==> config.mk <==
export PLATFORM = sky130hd
export DESIGN_NAME = smrp_sleep_ctrl
export DESIGN_NICKNAME = d
export VERILOG_FILES = /design/src/shared/smrp_pkg.sv /design/src/shared/smrp_port_if.sv /design/src/logic/smrp_port_pads.sv /design/src/logic/smrp_sleep_ctrl.sv
export VERILOG_INCLUDE_DIRS = /design/src /design/src/shared
export SDC_FILE = /design/constraint.sdc
export NUM_CORES = 1
export LEC_CHECK = 0
export ABC_AREA = 1
export BUFFER_PORTS_ARGS = -buffer_cell sky130_fd_sc_hd__buf_2
export CAP_MARGIN = 20
export CORE_ASPECT_RATIO = 1.1
export CORE_MARGIN = 8
export CORE_UTILIZATION = 54
export CTS_BUF_LIST = sky130_fd_sc_hd__clkbuf_16
export CTS_CLUSTER_DIAMETER = 30
export DETAILED_ROUTE_END_ITERATION = 7
export PLACE_DENSITY = 0.81
export SYNTH_ARGS = -nofsm -noshare
export SYNTH_HDL_FRONTEND = slang
export SYNTH_HIERARCHICAL = 1
export SYNTH_SLANG_ARGS = --single-unit
==> constraint.sdc <==
create_clock -name clk_sys -period 1.6 [get_ports clk_sys]
set_clock_uncertainty 0.15 [all_clocks]
set_input_delay 0.32 -clock clk_sys [delete_from_list [all_inputs] [get_ports clk_sys]]
set_output_delay 0.32 -clock clk_sys [all_outputs]
set_load 0.02 [all_outputs]
==> src/shared/smrp_regs.svh <==
// Register offsets, field positions, reset values and timing counts of the sleep and pin control
`ifndef SMRP_REGS_SVH
`define SMRP_REGS_SVH
`define SMRP_ADDR_MODE      4'h0
`define SMRP_ADDR_STATUS    4'h1
`define SMRP_ADDR_WAKE_EN   4'h2
`define SMRP_ADDR_DIR_BASE  4'h4
`define SMRP_ADDR_OUT_BASE  4'h8
`define SMRP_ADDR_IN_BASE   4'hC
`define SMRP_MODE_EN_BIT    3
`define SMRP_MODE_SEL_LSB   0
`define SMRP_MODE_RESET     8'h00
`define SMRP_WAKE_EN_RESET  8'hFF
`define SMRP_TAP_TDI_BIT    5
`define SMRP_TAP_TMS_BIT    3
`define SMRP_TAP_TCK_BIT    2
`define SMRP_TAP_PORT       2
`define SMRP_WAKE_LAT_CYC   4'h2
`endif

==> src/shared/smrp_pkg.sv <==
// Types shared by the sleep and pin control block
package smrp_pkg;
    typedef enum logic [2:0] {
        SMRP_IDLE    = 3'h0,
        SMRP_ADCNR   = 3'h1,
        SMRP_PDOWN   = 3'h2,
        SMRP_PSAVE   = 3'h3,
        SMRP_RSVD4   = 3'h4,
        SMRP_RSVD5   = 3'h5,
        SMRP_STDBY   = 3'h6,
        SMRP_XSTDBY  = 3'h7
    } smrp_mode_t;
    typedef enum logic [1:0] {
        SMRP_RUN   = 2'b00,
        SMRP_SLEEP = 2'b01,
        SMRP_WAKE  = 2'b11
    } smrp_state_t;
    typedef struct packed {
        logic cpu_clk;
        logic io_clk;
        logic adc_clk;
        logic async_clk;
        logic main_osc;
    } smrp_gate_t;
endpackage : smrp_pkg

==> src/shared/smrp_port_if.sv <==
// Pad bundle between the pin controller and one 8-bit port
interface smrp_port_if;
    logic [7:0] dir;
    logic [7:0] out;
    logic [7:0] pad_o;
    logic [7:0] pad_oe_n;
    logic [7:0] pull_en;
    logic       tap_keep;
    logic       rst_act;
    modport ctrl (output dir, output out, output tap_keep, output rst_act,
                  input pad_o, input pad_oe_n, input pull_en);
    modport pad  (input dir, input out, input tap_keep, input rst_act,
                  output pad_o, output pad_oe_n, output pull_en);
endinterface : smrp_port_if

==> src/logic/smrp_port_pads.sv <==
// Pad logic of one 8-bit port: drive, tri-state and pull-ups
`include "smrp_regs.svh"
module smrp_port_pads #(
    parameter int TAP_PORT = 0
) (
    smrp_port_if.pad p
);
    genvar i;
    generate
        for (i = 0; i < 8; i++) begin : g_bit
            // Combinational so tri-state holds even with no clock
            assign p.pad_oe_n[i] = p.rst_act | ~p.dir[i];
            assign p.pad_o[i]    = p.out[i];
            if (TAP_PORT != 0 && (i == `SMRP_TAP_TDI_BIT || i == `SMRP_TAP_TMS_BIT
                                  || i == `SMRP_TAP_TCK_BIT)) begin : g_tap
                assign p.pull_en[i] = p.tap_keep |
                    (~p.rst_act & ~p.dir[i] & p.out[i]);
            end else begin : g_norm
                assign p.pull_en[i] = ~p.rst_act & ~p.dir[i] & p.out[i];
            end
        end
    endgenerate
endmodule : smrp_port_pads

==> src/logic/smrp_sleep_ctrl.sv <==
// Sleep mode sequencer, clock gating and port register file
//
// Design decisions made here: the strobed register port and the address map.
`include "smrp_regs.svh"
module smrp_sleep_ctrl (
    input  wire logic              clk_sys,
    input  wire logic              rstn,
    input  wire logic              tap_en,
    input  wire logic              sleep_req,
    input  wire logic [7:0]        wake_irq,
    input  wire logic              wake_ext_async,
    input  wire logic [3:0]        reg_addr,
    input  wire logic [7:0]        reg_wdata,
    input  wire logic              reg_wr,
    input  wire logic              reg_rd,
    output logic      [7:0]        reg_rdata,
    output smrp_pkg::smrp_gate_t   clk_run,
    output logic                   cpu_halted,
    output logic                   sleeping,
    output logic      [31:0]       pad_o,
    output logic      [31:0]       pad_oe_n,
    output logic      [31:0]       pull_en,
    input  wire logic [31:0]       pad_i
);
    import smrp_pkg::*;

    logic [7:0]  mode_ff;
    logic [7:0]  wake_en_ff;
    logic [7:0]  dir_ff [4];
    logic [7:0]  out_ff [4];
    logic [31:0] pin_s1_ff;
    logic [31:0] pin_s2_ff;
    logic        ext_s1_ff;
    logic        ext_s2_ff;
    logic        wake_seen_ff;
    smrp_state_t state_ff;
    smrp_state_t nxt_state;
    smrp_mode_t  act_mode_ff;
    logic [3:0]  wake_cnt_ff;
    logic [7:0]  nxt_rdata;
    logic        wake_any;
    logic        rst_act;
    logic        mode_ok;
    smrp_gate_t  nxt_gate;

    // Reset is the raw pin, so pads release with no clock running
    assign rst_act = ~rstn;

    // Pin inputs pass two flops before use
    always_ff @(posedge clk_sys or negedge rstn) begin
        if (!rstn) begin
            pin_s1_ff <= 32'h0000_0000;
            pin_s2_ff <= 32'h0000_0000;
            ext_s1_ff <= 1'b0;
            ext_s2_ff <= 1'b0;
        end else begin
            pin_s1_ff <= pad_i;
            pin_s2_ff <= pin_s1_ff;
            ext_s1_ff <= wake_ext_async;
            ext_s2_ff <= ext_s1_ff;
        end
    end

    // Register writes
    always_ff @(posedge clk_sys or negedge rstn) begin
        if (!rstn) begin
            mode_ff    <= `SMRP_MODE_RESET;
            wake_en_ff <= `SMRP_WAKE_EN_RESET;
        end else if (reg_wr) begin
            if (reg_addr == `SMRP_ADDR_MODE) begin
                mode_ff <= {4'h0, reg_wdata[3:0]};
            end
            if (reg_addr == `SMRP_ADDR_WAKE_EN) begin
                wake_en_ff <= reg_wdata;
            end
        end
    end

    genvar g;
    generate
        for (g = 0; g < 4; g++) begin : g_port_regs
            always_ff @(posedge clk_sys or negedge rstn) begin
                if (!rstn) begin
                    dir_ff[g] <= 8'h00;
                    out_ff[g] <= 8'h00;
                end else if (reg_wr) begin
                    if (reg_addr == (`SMRP_ADDR_DIR_BASE + 4'(g))) begin
                        dir_ff[g] <= reg_wdata;
                    end
                    if (reg_addr == (`SMRP_ADDR_OUT_BASE + 4'(g))) begin
                        out_ff[g] <= reg_wdata;
                    end
                end
            end
        end
    endgenerate

    // Decode in the strobe cycle so the data stand in the very next cycle
    always_comb begin
        nxt_rdata = 8'h00;
        case (reg_addr)
            `SMRP_ADDR_MODE:    nxt_rdata = mode_ff;
            `SMRP_ADDR_STATUS:  nxt_rdata = {4'h0, wake_seen_ff, act_mode_ff};
            `SMRP_ADDR_WAKE_EN: nxt_rdata = wake_en_ff;
            default: begin
                if (reg_addr[3:2] == 2'b01) begin
                    nxt_rdata = dir_ff[reg_addr[1:0]];
                end else if (reg_addr[3:2] == 2'b10) begin
                    nxt_rdata = out_ff[reg_addr[1:0]];
                end else if (reg_addr[3:2] == 2'b11) begin
                    nxt_rdata = pin_s2_ff[8 * reg_addr[1:0] +: 8];
                end
            end
        endcase
    end

    // Data output held only in the cycle after the read
    always_ff @(posedge clk_sys or negedge rstn) begin
        if (!rstn) begin
            reg_rdata <= 8'h00;
        end else begin
            reg_rdata <= reg_rd ? nxt_rdata : 8'h00;
        end
    end
    assign mode_ok = (mode_ff[2:0] != 3'h4) && (mode_ff[2:0] != 3'h5);

    // Deep modes wake only on external interrupt or reset
    always_comb begin
        case (act_mode_ff)
            SMRP_PDOWN, SMRP_PSAVE, SMRP_STDBY, SMRP_XSTDBY: begin
                wake_any = ext_s2_ff;
            end
            default: begin
                wake_any = ext_s2_ff | (|(wake_irq & wake_en_ff));
            end
        endcase
    end

    always_comb begin
        nxt_state = state_ff;
        case (state_ff)
            SMRP_RUN: begin
                // Sleep only on an explicit request with sleep enabled
                if (sleep_req && mode_ff[`SMRP_MODE_EN_BIT] && mode_ok) begin
                    nxt_state = SMRP_SLEEP;
                end
            end
            SMRP_SLEEP: begin
                if (wake_any) begin
                    nxt_state = SMRP_WAKE;
                end
            end
            SMRP_WAKE: begin
                if (wake_cnt_ff == 4'h0) begin
                    nxt_state = SMRP_RUN;
                end
            end
            default: nxt_state = SMRP_RUN;
        endcase
    end

    always_ff @(posedge clk_sys or negedge rstn) begin
        if (!rstn) begin
            state_ff <= SMRP_RUN;
        end else begin
            state_ff <= nxt_state;
        end
    end

    always_ff @(posedge clk_sys or negedge rstn) begin
        if (!rstn) begin
            act_mode_ff <= SMRP_IDLE;
        end else if (state_ff == SMRP_RUN && nxt_state == SMRP_SLEEP) begin
            act_mode_ff <= smrp_mode_t'(mode_ff[2:0]);
        end
    end

    // Short restart delay; every mode, standby included, loads the same count
    always_ff @(posedge clk_sys or negedge rstn) begin
        if (!rstn) begin
            wake_cnt_ff <= 4'h0;
        end else if (state_ff == SMRP_SLEEP && wake_any) begin
            wake_cnt_ff <= `SMRP_WAKE_LAT_CYC;
        end else if (wake_cnt_ff != 4'h0) begin
            wake_cnt_ff <= wake_cnt_ff - 4'h1;
        end
    end

    // Sticky wake flag: the wake event wins over a status read clear
    always_ff @(posedge clk_sys or negedge rstn) begin
        if (!rstn) begin
            wake_seen_ff <= 1'b0;
        end else if (state_ff == SMRP_SLEEP && wake_any) begin
            wake_seen_ff <= 1'b1;
        end else if (reg_rd && reg_addr == `SMRP_ADDR_STATUS) begin
            wake_seen_ff <= 1'b0;
        end
    end

    // Clock gating per mode while asleep
    always_comb begin
        nxt_gate = '{cpu_clk: 1'b1, io_clk: 1'b1, adc_clk: 1'b1,
                     async_clk: 1'b1, main_osc: 1'b1};
        if (state_ff == SMRP_SLEEP) begin
            nxt_gate.cpu_clk = 1'b0;
            case (act_mode_ff)
                SMRP_IDLE: begin
                    nxt_gate.io_clk = 1'b1;
                end
                SMRP_ADCNR: begin
                    nxt_gate.io_clk = 1'b0;
                end
                SMRP_PDOWN: begin
                    nxt_gate = '0;
                end
                SMRP_PSAVE: begin
                    nxt_gate = '0;
                    nxt_gate.async_clk = 1'b1;
                end
                SMRP_STDBY: begin
                    nxt_gate = '0;
                    nxt_gate.main_osc = 1'b1;
                end
                SMRP_XSTDBY: begin
                    nxt_gate = '0;
                    nxt_gate.main_osc  = 1'b1;
                    nxt_gate.async_clk = 1'b1;
                end
                default: nxt_gate.cpu_clk = 1'b0;
            endcase
        end
    end

    always_ff @(posedge clk_sys or negedge rstn) begin
        if (!rstn) begin
            clk_run <= '{cpu_clk: 1'b1, io_clk: 1'b1, adc_clk: 1'b1,
                         async_clk: 1'b1, main_osc: 1'b1};
        end else begin
            clk_run <= nxt_gate;
        end
    end

    assign cpu_halted = (state_ff != SMRP_RUN);
    assign sleeping   = (state_ff == SMRP_SLEEP);

    // Pad bundles, one per port
    generate
        for (g = 0; g < 4; g++) begin : g_port
            smrp_port_if pif ();
            assign pif.dir      = dir_ff[g];
            assign pif.out      = out_ff[g];
            assign pif.rst_act  = rst_act;
            assign pif.tap_keep = tap_en;
            smrp_port_pads #(
                .TAP_PORT ((g == `SMRP_TAP_PORT) ? 1 : 0)
            ) u_pads (
                .p (pif.pad)
            );
            assign pad_o[8*g +: 8]    = pif.pad_o;
            assign pad_oe_n[8*g +: 8] = pif.pad_oe_n;
            assign pull_en[8*g +: 8]  = pif.pull_en;
        end
    endgenerate
endmodule : smrp_sleep_ctrl

==> results_dict.tcl, run 1 <==
set metrics [dict create \
    fin_crit_sh 1.072 \
    yosys_warnings 6 \
    ir_worst_vdd_uv 1133 \
    stdcell_count 1317 \
    layout_setup_ws_ns -0.1158 \
    die_h_um 138.9 \
    dp_cells 1204 \
    wl_per_cell_um 17.00 \
    layout_commonest_cell "nand2_1" \
    antenna_found_initial 1 \
    pin_count 170 \
    cap_violations 0 \
    post-place-ws_ns -0.08372 \
    clk_latency_ns 0.44 \
    crit_arrival_ns 1.25 \
    dieArea_mm2 0.01773 \
    place_congestion 0.9611 \
    tightest_slew_ns 0.8421 \
    vias 6571 \
    cts_inserted_buffers 17 \
    utilization 0.7335 \
    coreArea_mm2 0.01363 \
    nets 1176 \
    clkSlewWorstSetupHoldPaths_ns 0.07 \
    yosysTopAreaCell "dfrtp_1" \
    rsz0062_at_grt "true" \
    leakage_nw 5.121 \
    grt_pass1_vias 6580 \
    drc 0 \
    syn_nets 927 \
    cts_sinks 165 \
    fmax_mhz 582.8 \
    p_per_area_mw_per_mm2 1352 \
    setup_violations 33 \
    worstSetupPathType "reg -> out" \
    vias_per_cell 4.989 \
    worst_setup_path_end_kind "output pin" \
    synthToLayoutAreaGrowth_pct 34.89 \
    initial_utilization 0.5438 \
    wirelength_mm 22.39 \
    htree_levels 4 \
    critPathRequiredTime_ns 1.13 \
    cts_tree "yes" \
    hold_violations 0 \
    antenna_cells 0 \
    drive_gt1_frac 0.3136 \
    netlist.area_leader.share 0.5133 \
    fp.dieW_um 127.7 \
    status "complete, but fails checks" \
    ys_async_sr_fraction 1.000 \
    failed_checks "negative setup slack" \
    synth_cells 867 \
    slew_violations 0 \
    period_needed_ns 1.716 \
    ys_top_cells_by_area "dfrtp_1 (51%), nand2_1 (15%), o21ai_0 (5.3%), dfstp_2 (4.6%), inv_1 (4.5%)" \
    grt_pass1_wl_mm 34.44 \
    start_kind "flip-flop" \
    synth_seq_cells 165 \
    syn_area_per_cell_um2 8.546 \
    fillCellCount 1000 \
    grt_overflow_total 0 \
    place_hpwl_mm 15.04 \
    dr.first_iter.drc_count 647 \
    numPortBuffers 169 \
    synth_area_mm2 0.007410 \
    rows 45 \
    clk_path_buf_depth 2 \
    holdCritPathClass "in -> reg" \
    final_cell_mix "nand2_1 (287), dfrtp_1 (149), buf_2 (124), buf_4 (100), inv_1 (86)" \
    firstDrtPassIters 5 \
    grt_max_degree 166 \
    critPathMaxFanout 2 \
    ant_nets 0 \
    synth_edf_count 0 \
    synth_flop_cell "dfrtp_1" \
    grt.total_usage 0.2523 \
    seq_area_frac_synth 0.5594 \
    ys_types 35 \
    clockRootBuffer "clkbuf_16" \
    holdWs_ns 0.01897 \
    maxSlewHeadroom 0.4386 \
]
## worst max-delay path, cell delays in order, from the launching register on
cell and delay, ns:
dfrtp_1 0.39, inv_1 0.07, nand2_1 0.08, nor2_2 0.14
buf_6 0.13
## report_power, final
| group | switching (W) | leakage [nW] | total, W | internal (W) |
|---|---|---|---|---|
| Combinational | 0.00225 | 2.86 | 0.00382 | 0.00158 |
| Clock | 0.00183 | 0.300 | 0.00420 | 0.00237 |
| Sequential | 0.000552 | 1.96 | 0.00549 | 0.00493 |
## layout make-up
type	count	area, um2	share of cell area
repair buffers	290	2158	0.2159
clock buffers	17	425.4	0.04256
inverters	96	387.9	0.03881
multi-input cells	546	2455	0.2456
flip-flops and latches	165	4149	0.4151
well taps	188	235.2	0.02354
clock inverters	15	183.9	0.01840
## kinds of logic (layout without fill, tap and decap cells)
kind of cell	count (synthesis)	count (layout)	synth area share
xor gates and xnor gates	1	1	0.001182
and+or+nand+nor	420	420	0.2378
buffers and inverters	156	418	0.1140
DFF	165	165	0.5594
muxes	1	1	0.001520
adders and majority gates	1	1	0.001688
AOI/OAI and AO/OA	123	123	0.08443
## registers in the layout, indices dropped and copies added (netlist names)
register,cells
g_port.pif.dir,32
g_port.pif.out,32
pin_s1_ff,32
pin_s2_ff,32
reg_rdata,8
wake_en_ff,8
clk_run,5
mode_ff,4
wake_cnt_ff,4
act_mode_ff,3
state_ff,2
ext_s1_ff,1
ext_s2_ff,1
wake_seen_ff,1
## stage by stage
stage / instance area, um2 / power (W) / setup TNS [ns]
2_1_floorplan: 7410 / 0.007568 / 0
3_3_place_gp: 8466 / 0.008555 / -0.7061
3_5_place_dp: 8466 / 0.008638 / -1.744
4_1_cts: 9777 / 0.01324 / -1.546
5_1_grt: 9995 / 0.01413 / -3.737
6_report: 9995 / 0.01351 / -1.685
## metal layers
| layer | vias up | part of all wire | wire length, um | GRT usage |
|---|---|---|---|---|
| met5 | - | 0.00036 | 8 | 0 |
| met4 | 2 | 0.031 | 692 | 0.1159 |
| met3 | 42 | 0.089 | 1986 | 0.06923 |
| met2 | 282 | 0.50 | 11300 | 0.4298 |
| met1 | 3091 | 0.38 | 8396 | 0.2884 |
| li1 | 3154 | - | - | - |
## synth_stat cells, types with 2 or more instances
cell type    n
buf_4       41
buf_6        9
inv_1       89
nor2_4       3
dfstp_2     13
o21ai_0     79
a21oi_1     39
nor3b_2      4
nand4_1      7
nand3_1     17
nor3_1       2
nor2_2      10
nor2_1      69
nand2_2      7
clkbuf_1     2
dfrtp_1    152
or2_2        4
nand2_1    292
inv_8        3
buf_2        8
inv_2        3
## worst paths after layout
check | startpoint | slack, ns | endpoint | cells after the start
max reg2reg | g_port[0].pif.dir[4]$_DFFE_PN0P_ | 0.07 | reg_rdata[4]$_DFF_PN0_ | 8
max in group asynchronous | rstn | 0.17 | g_port[3].pif.out[5]$_DFFE_PN0P_ | 3
max | g_port[0].pif.dir[4]$_DFFE_PN0P_ | -0.12 | pull_en[4] | 4
min reg2reg | pin_s1_ff[12]$_DFF_PN0_ | 0.20 | pin_s2_ff[12]$_DFF_PN0_ | 0
min | reg_wdata[0] | 0.02 | g_port[1].pif.out[0]$_DFFE_PN0P_ | 3
min in group asynchronous | rstn | 0.49 | g_port[0].pif.dir[4]$_DFFE_PN0P_ | 3
## repair_timing
action | 4_1_cts | 5_1_grt
pin swaps | 15 | 14
setup endpoints to repair | 38 | 40
hold buffers | 35 | 0
endpoints found under the hold margin | 186 | 0
resized for setup | 49 | 33
setup buffers | 30 | 16
(Power assumes the default switching activity.)
==> run 2, diff against run 1 <==
Settings changed: ABC_AREA 1 to unset, SKIP_LAST_GASP set to 1.
==> results_dict.tcl, run 2 <==
set metrics [dict create \
    dieArea_mm2 0.01777 \
    ys_top_cells_by_area "dfrtp_1 (51%), mux2_2 (12%), nor3b_2 (4.9%), dfstp_2 (4.6%), mux4_2 (4.2%)" \
    ys_async_sr_fraction 1.000 \
    synth_flop_cell "dfrtp_1" \
    synth_cells 533 \
    critPathMaxFanout 2 \
    cts_inserted_buffers 17 \
    ys_types 52 \
    fp.dieW_um 127.8 \
    wirelength_mm 23.72 \
    critPathTopFamily "flip-flops" \
    cap_violations 0 \
    place_congestion 0.8897 \
    worst_setup_path_end_kind "output pin" \
    layout_commonest_cell "buf_4" \
    synth_seq_cells 165 \
    dp_cells 909 \
    antenna_cells 0 \
    grt_pass1_vias 6129 \
    netlist.area_leader.share 0.5119 \
    p_per_area_mw_per_mm2 1336 \
    synth_common_cells "dfrtp_1 (152), mux2_2 (82), nand2b_1 (35)" \
    drive_gt1_frac 0.6181 \
    hold_violations 0 \
    crit_arrival_ns 1.37 \
    layout_setup_ws_ns -0.2351 \
    cts_sinks 165 \
    p_total_w 0.01437 \
    critPathRequiredTime_ns 1.13 \
    rows 45 \
    start_kind "flip-flop" \
    firstDrtPassIters 4 \
    place_hpwl_mm 14.24 \
    synth.most_common_cell "dfrtp_1" \
    clk_latency_ns 0.42 \
    fmax_mhz 544.9 \
    period_needed_ns 1.835 \
    rsz0062_at_grt "true" \
    grt_max_degree 84 \
    cpMaxStageDelayCell "dfrtp_1" \
    clkSlewWorstSetupHoldPaths_ns 0.07 \
    syn_area_per_cell_um2 13.94 \
    clockRootBuffer "clkbuf_16" \
    antenna_found_initial 0 \
    synth_edf_count 0 \
    seq_area_frac_synth 0.5578 \
    failed_checks "negative setup slack" \
    vias 5927 \
    cp_cell_sequence "buf_6, nor3b_4, buf_6" \
    vias_per_cell 5.634 \
    coreArea_mm2 0.01363 \
    stdcell_count 1052 \
    grt.total_usage 0.2508 \
    fillCellCount 751 \
    post-place-ws_ns -0.3736 \
    pin_count 170 \
    crit_path_frequent_cell "buf_6" \
    clk_path_buf_depth 2 \
    syn_nets 593 \
    grt_pass1_wl_mm 33.89 \
    synthToLayoutAreaGrowth_pct 44.69 \
    numPortBuffers 169 \
    nets 911 \
    crit_buf_inv 2 \
    setup_violations 45 \
    tightest_slew_ns 0.4963 \
    fin_crit_sh 1.147 \
    die_h_um 139.0 \
    wl_per_cell_um 22.55 \
    ir_worst_vdd_uv 699.0 \
    holdCritPathClass "in -> reg" \
    dr.first_iter.drc_count 446 \
    slew_violations 0 \
    drc 0 \
    htree_levels 4 \
    ant_nets 0 \
    worstSetupPathType "reg -> out" \
    initial_utilization 0.5454 \
    cpPeakStageDelay_ns 0.42 \
    utilization 0.7891 \
    yosys_warnings 6 \
    yosysTopAreaCell "dfrtp_1" \
    leakage_nw 5.029 \
    status "complete, but fails checks" \
    cts_tree "yes" \
    synth_area_mm2 0.007431 \
    maxSlewHeadroom 0.6684 \
    grt_overflow_total 0 \
    final_cell_mix "buf_4 (155), dfrtp_1 (151), buf_2 (108), mux2_2 (82), buf_6 (50)" \
]
run 2: cell count changes in the layout (fill, tap and decap cells not counted), sizes merged, moves of 17 or more:
cell and change:
mux2 +81, mux4 +17, buf +66, nand2 -284, inv -89, nand2b +35, nor2 -64, nor3b +24
o21ai -64, a21oi -30
run 2: cell type report:
cell class | instances | area (um2) | area share
Clock buffer | 17 | 425.4 | 0.03957
Clock inverter | 15 | 131.4 | 0.01222
Inverter | 10 | 40.04 | 0.003724
Multi-Input combinational cell | 302 | 2990 | 0.2781
Sequential cell | 165 | 4146 | 0.3857
Tap cell | 188 | 235.2 | 0.02188
Timing Repair Buffer | 355 | 2783 | 0.2588
run 2: layer usage:
layer | up-vias | wire length (um) | track usage | part of all wire
met5 | - | 0 | 0 | 0
met4 | 0 | 931 | 0.1122 | 0.039
met3 | 71 | 1593 | 0.06077 | 0.067
met2 | 306 | 12690 | 0.4420 | 0.54
met1 | 3033 | 8503 | 0.2793 | 0.36
li1 | 2517 | - | - | -
run 2: kinds of logic (layout without fill, tap and decap cells):
group / after synthesis / in the layout / synth area share
buffers and inverters: 66 / 397 / 0.06078
DFF: 165 / 165 / 0.5578
adders and majority gates: 1 / 1 / 0.001684
and+or+nand+nor: 132 / 132 / 0.1337
muxes: 111 / 111 / 0.1935
AOI/OAI and AO/OA: 57 / 57 / 0.05136
xor gates and xnor gates: 1 / 1 / 0.001179
run 2: power breakdown:
part	switching, W	total (W)	internal [W]
sequential	0.000659	0.00561	0.00495
combinational	0.00229	0.00488	0.00259
clock	0.00172	0.00388	0.00216
run 2: stage by stage:
step	hold WS (ns)	setup TNS [ns]	instance area [um2]
floorplan	-0.1256	-0.3815	7466
global placement	0.1846	-11.93	8760
detailed placement	0.1847	-13.94	8760
CTS	0.05233	-2.901	10260
global route	0.07445	-5.260	10750
finish	0.07567	-3.271	10750
run 2: tightest hold or removal path, stage by stage:
cell	delay (ns)
buf_2	0.14
o311ai_1	0.08
a21oi_1	0.06
run 2: final timing paths:
kind | start | end | slack [ns] | depth (start not counted)
min in group asynchronous | rstn | pin_s1_ff[27]$_DFF_PN0_ | 0.31 | 4
min | reg_rd | reg_rdata[4]$_DFF_PN0_ | 0.08 | 3
max in group asynchronous | rstn | wake_en_ff[7]$_DFFE_PN1P_ | 0.29 | 5
min reg2reg | pin_s1_ff[4]$_DFF_PN0_ | pin_s2_ff[4]$_DFF_PN0_ | 0.20 | 0
max reg2reg | g_port[3].pif.out[7]$_DFFE_PN0P_ | reg_rdata[7]$_DFF_PN0_ | -0.05 | 4
max | g_port[1].pif.dir[3]$_DFFE_PN0P_ | pull_en[11] | -0.24 | 3
run 2: timing repair:
action,4_1_cts,5_1_grt
setup buffers,49,27
hold buffers,33,1
endpoints found under the hold margin,33,22
pin swaps,7,14
resized for setup,74,73
setup endpoints to repair,56,78
==> run 3, diff against run 2 <==
Settings changed: CORE_UTILIZATION 54 to 56, CTS_BUF_LIST sky130_fd_sc_hd__clkbuf_16 to sky130_fd_sc_hd__clkbuf_8, PLACE_DENSITY 0.81 to 0.83.
==> results_dict.tcl, run 3 (synthesis results as in run 2) <==
set metrics [dict create \
    worstSetupPathType "reg -> reg" \
    cap_violations 0 \
    htree_levels 4 \
    grt_pass1_wl_mm 34.88 \
    crit_buf_inv 2 \
    critPathMaxFanout 2 \
    layout_setup_ws_ns -0.2456 \
    antenna_found_initial 2 \
    final_cell_mix "dfrtp_1 (151), buf_4 (148), buf_2 (87), mux2_2 (82), buf_6 (75)" \
    leakage_nw 5.022 \
    crit_arrival_ns 2.01 \
    layout_commonest_cell "dfrtp_1" \
    use_met3 0.06469 \
    vias 6163 \
    firstDrtPassIters 4 \
    numPortBuffers 169 \
    sw_frac_of_total 0.3351 \
    stdcell_count 1025 \
    coreArea_mm2 0.01310 \
    p_int_w 0.009546 \
    worst_setup_path_end_kind "flip-flop" \
    p_comb_frac 0.368 \
    wirelength_mm 25.73 \
    utilization 0.8212 \
    critPathTopFamily "multiplexers" \
    slew_violations 0 \
    clockRootBuffer "clkbuf_8" \
    rows 44 \
    ir_worst_vdd_uv 994.1 \
    tightest_slew_ns 0.6368 \
    crit_path_frequent_cell "buf_6" \
    hold_violations 0 \
    grt_busiest_layer "met2" \
    grtUsageMet2 0.4743 \
    dieArea_mm2 0.01722 \
    die_h_um 136.8 \
    start_kind "flip-flop" \
    cpMaxStageDelayCell "dfrtp_1" \
    rsz0062_at_grt "true" \
    synthToLayoutAreaGrowth_pct 44.81 \
    cp-startpoint "g_port[1].pif.out[6]$_DFFE_PN0P_" \
    grt_overflow_total 0 \
    use_met1 0.2836 \
    place_hpwl_mm 14.44 \
    cts_tree "yes" \
    fmax_mhz 541.8 \
    maxSlewHeadroom 0.5754 \
    grt.total_usage 0.2660 \
    dr.first_iter.drc_count 569 \
    status "complete, but fails checks" \
    ant_nets 0 \
    fin_crit_sh 1.154 \
    holdCritPathClass "in -> reg" \
    vias_per_cell 6.013 \
    critPathRequiredTime_ns 1.76 \
    wl_per_cell_um 25.10 \
    setup_violations 63 \
    power_frac_clock 0.239 \
    cp.depth 5 \
    grt_pass1_vias 6336 \
    rr_endpoint "reg_rdata[6]$_DFF_PN0_" \
    reg2reg_slack_ns -0.25 \
    drive_gt1_frac 0.6211 \
    cpPeakStageDelay_ns 0.50 \
    seq_power_share 0.393 \
    place_congestion 0.8866 \
    cts_sinks 165 \
    initial_utilization 0.5671 \
    p_sw_w 0.004812 \
    fp.dieW_um 125.8 \
    r2r_cells 5 \
    cp-endpoint "reg_rdata[6]$_DFF_PN0_" \
    period_needed_ns 1.846 \
    cp_cell_sequence "buf_6, buf_6, mux4_2, mux2i_1, o32ai_1" \
    pin_count 170 \
    clk_latency_ns 0.45 \
    finalSetupTns_ns -5.722 \
    dp_cells 878 \
    min-delay-start "reg_wdata[7]" \
    cts_inserted_buffers 17 \
    clk_path_buf_depth 2 \
    failed_checks "negative setup slack" \
    rr_startpoint "g_port[1].pif.out[6]$_DFFE_PN0P_" \
    nets 910 \
    grt_max_degree 114 \
    p_per_area_mw_per_mm2 1334 \
    drc 0 \
    clkSlewWorstSetupHoldPaths_ns 0.09 \
]
run 3: changes by cell type in the layout (fill, tap and decap cells not counted), sizes merged:
cell    before  now
buf        321  320
bufinv       1    4
clkbuf      17   19
clkinv       7    3
diode        0    1
inv         16   15
run 3: layout make-up:
class / instances / area [um2]
clock buffers: 19 / 261.5
multi-input cells: 302 / 2982
repair buffers: 354 / 2932
diodes: 1 / 2.502
inverters: 10 / 40.04
clock inverters: 13 / 195.2
fillers: 630 / 2342
well taps: 161 / 201.4
flip-flops and latches: 165 / 4146
run 3: worst min-delay path by stage:
| stage | end | depth (start not counted) |
|---|---|---|
| floorplan | act_mode_ff[0]$_DFFE_PN0P_ | 0 |
| global placement | pin_s2_ff[29]$_DFF_PN0_ | 0 |
| detailed placement | pin_s2_ff[18]$_DFF_PN0_ | 0 |
| CTS | g_port[1].pif.dir[7]$_DFFE_PN0P_ | 2 |
| global route | g_port[1].pif.dir[1]$_DFFE_PN0P_ | 2 |
| finish | g_port[3].pif.dir[7]$_DFFE_PN0P_ | 2 |
run 3: what timing repair did:
item / CTS / global route
setup endpoints to repair: 79 / 97
hold endpoints to repair: 185 / 0
buffers inserted: 52 / 31
pin swaps: 6 / 19
gates resized for setup: 94 / 99
hold buffers: 34 / 0
run 3: power by group through the flow:
stage	clock network (W)	logic, W	registers, W
after floorplan	0	0.00228	0.00553
after global placement	0	0.00320	0.00559
after detailed placement	0	0.00332	0.00566
after CTS	0.00341	0.00427	0.00553
after global routing	0.00363	0.00552	0.00570
final	0.00343	0.00528	0.00564
run 3: layer usage:
metal  routed length (um)  share of wire
met1                 8526           0.33
met2                13480           0.52
met3                 2175          0.085
met4                 1544          0.060
met5                    9        0.00035
run 3: metrics by stage:
| step | power, W | cell area (um2) | worst slack [ns] | hold WS, ns |
|---|---|---|---|---|
| 6_report | 0.01436 | 10760 | -0.2456 | 0.1060 |
| 5_1_grt | 0.01484 | 10760 | -0.2738 | 0.1032 |
| 4_1_cts | 0.01320 | 10200 | -0.1847 | 0.06265 |
| 3_5_place_dp | 0.008981 | 8746 | -0.3297 | 0.1862 |
| 3_3_place_gp | 0.008795 | 8746 | -0.3189 | 0.1820 |
| 2_1_floorplan | 0.007804 | 7466 | -0.02315 | -0.1256 |
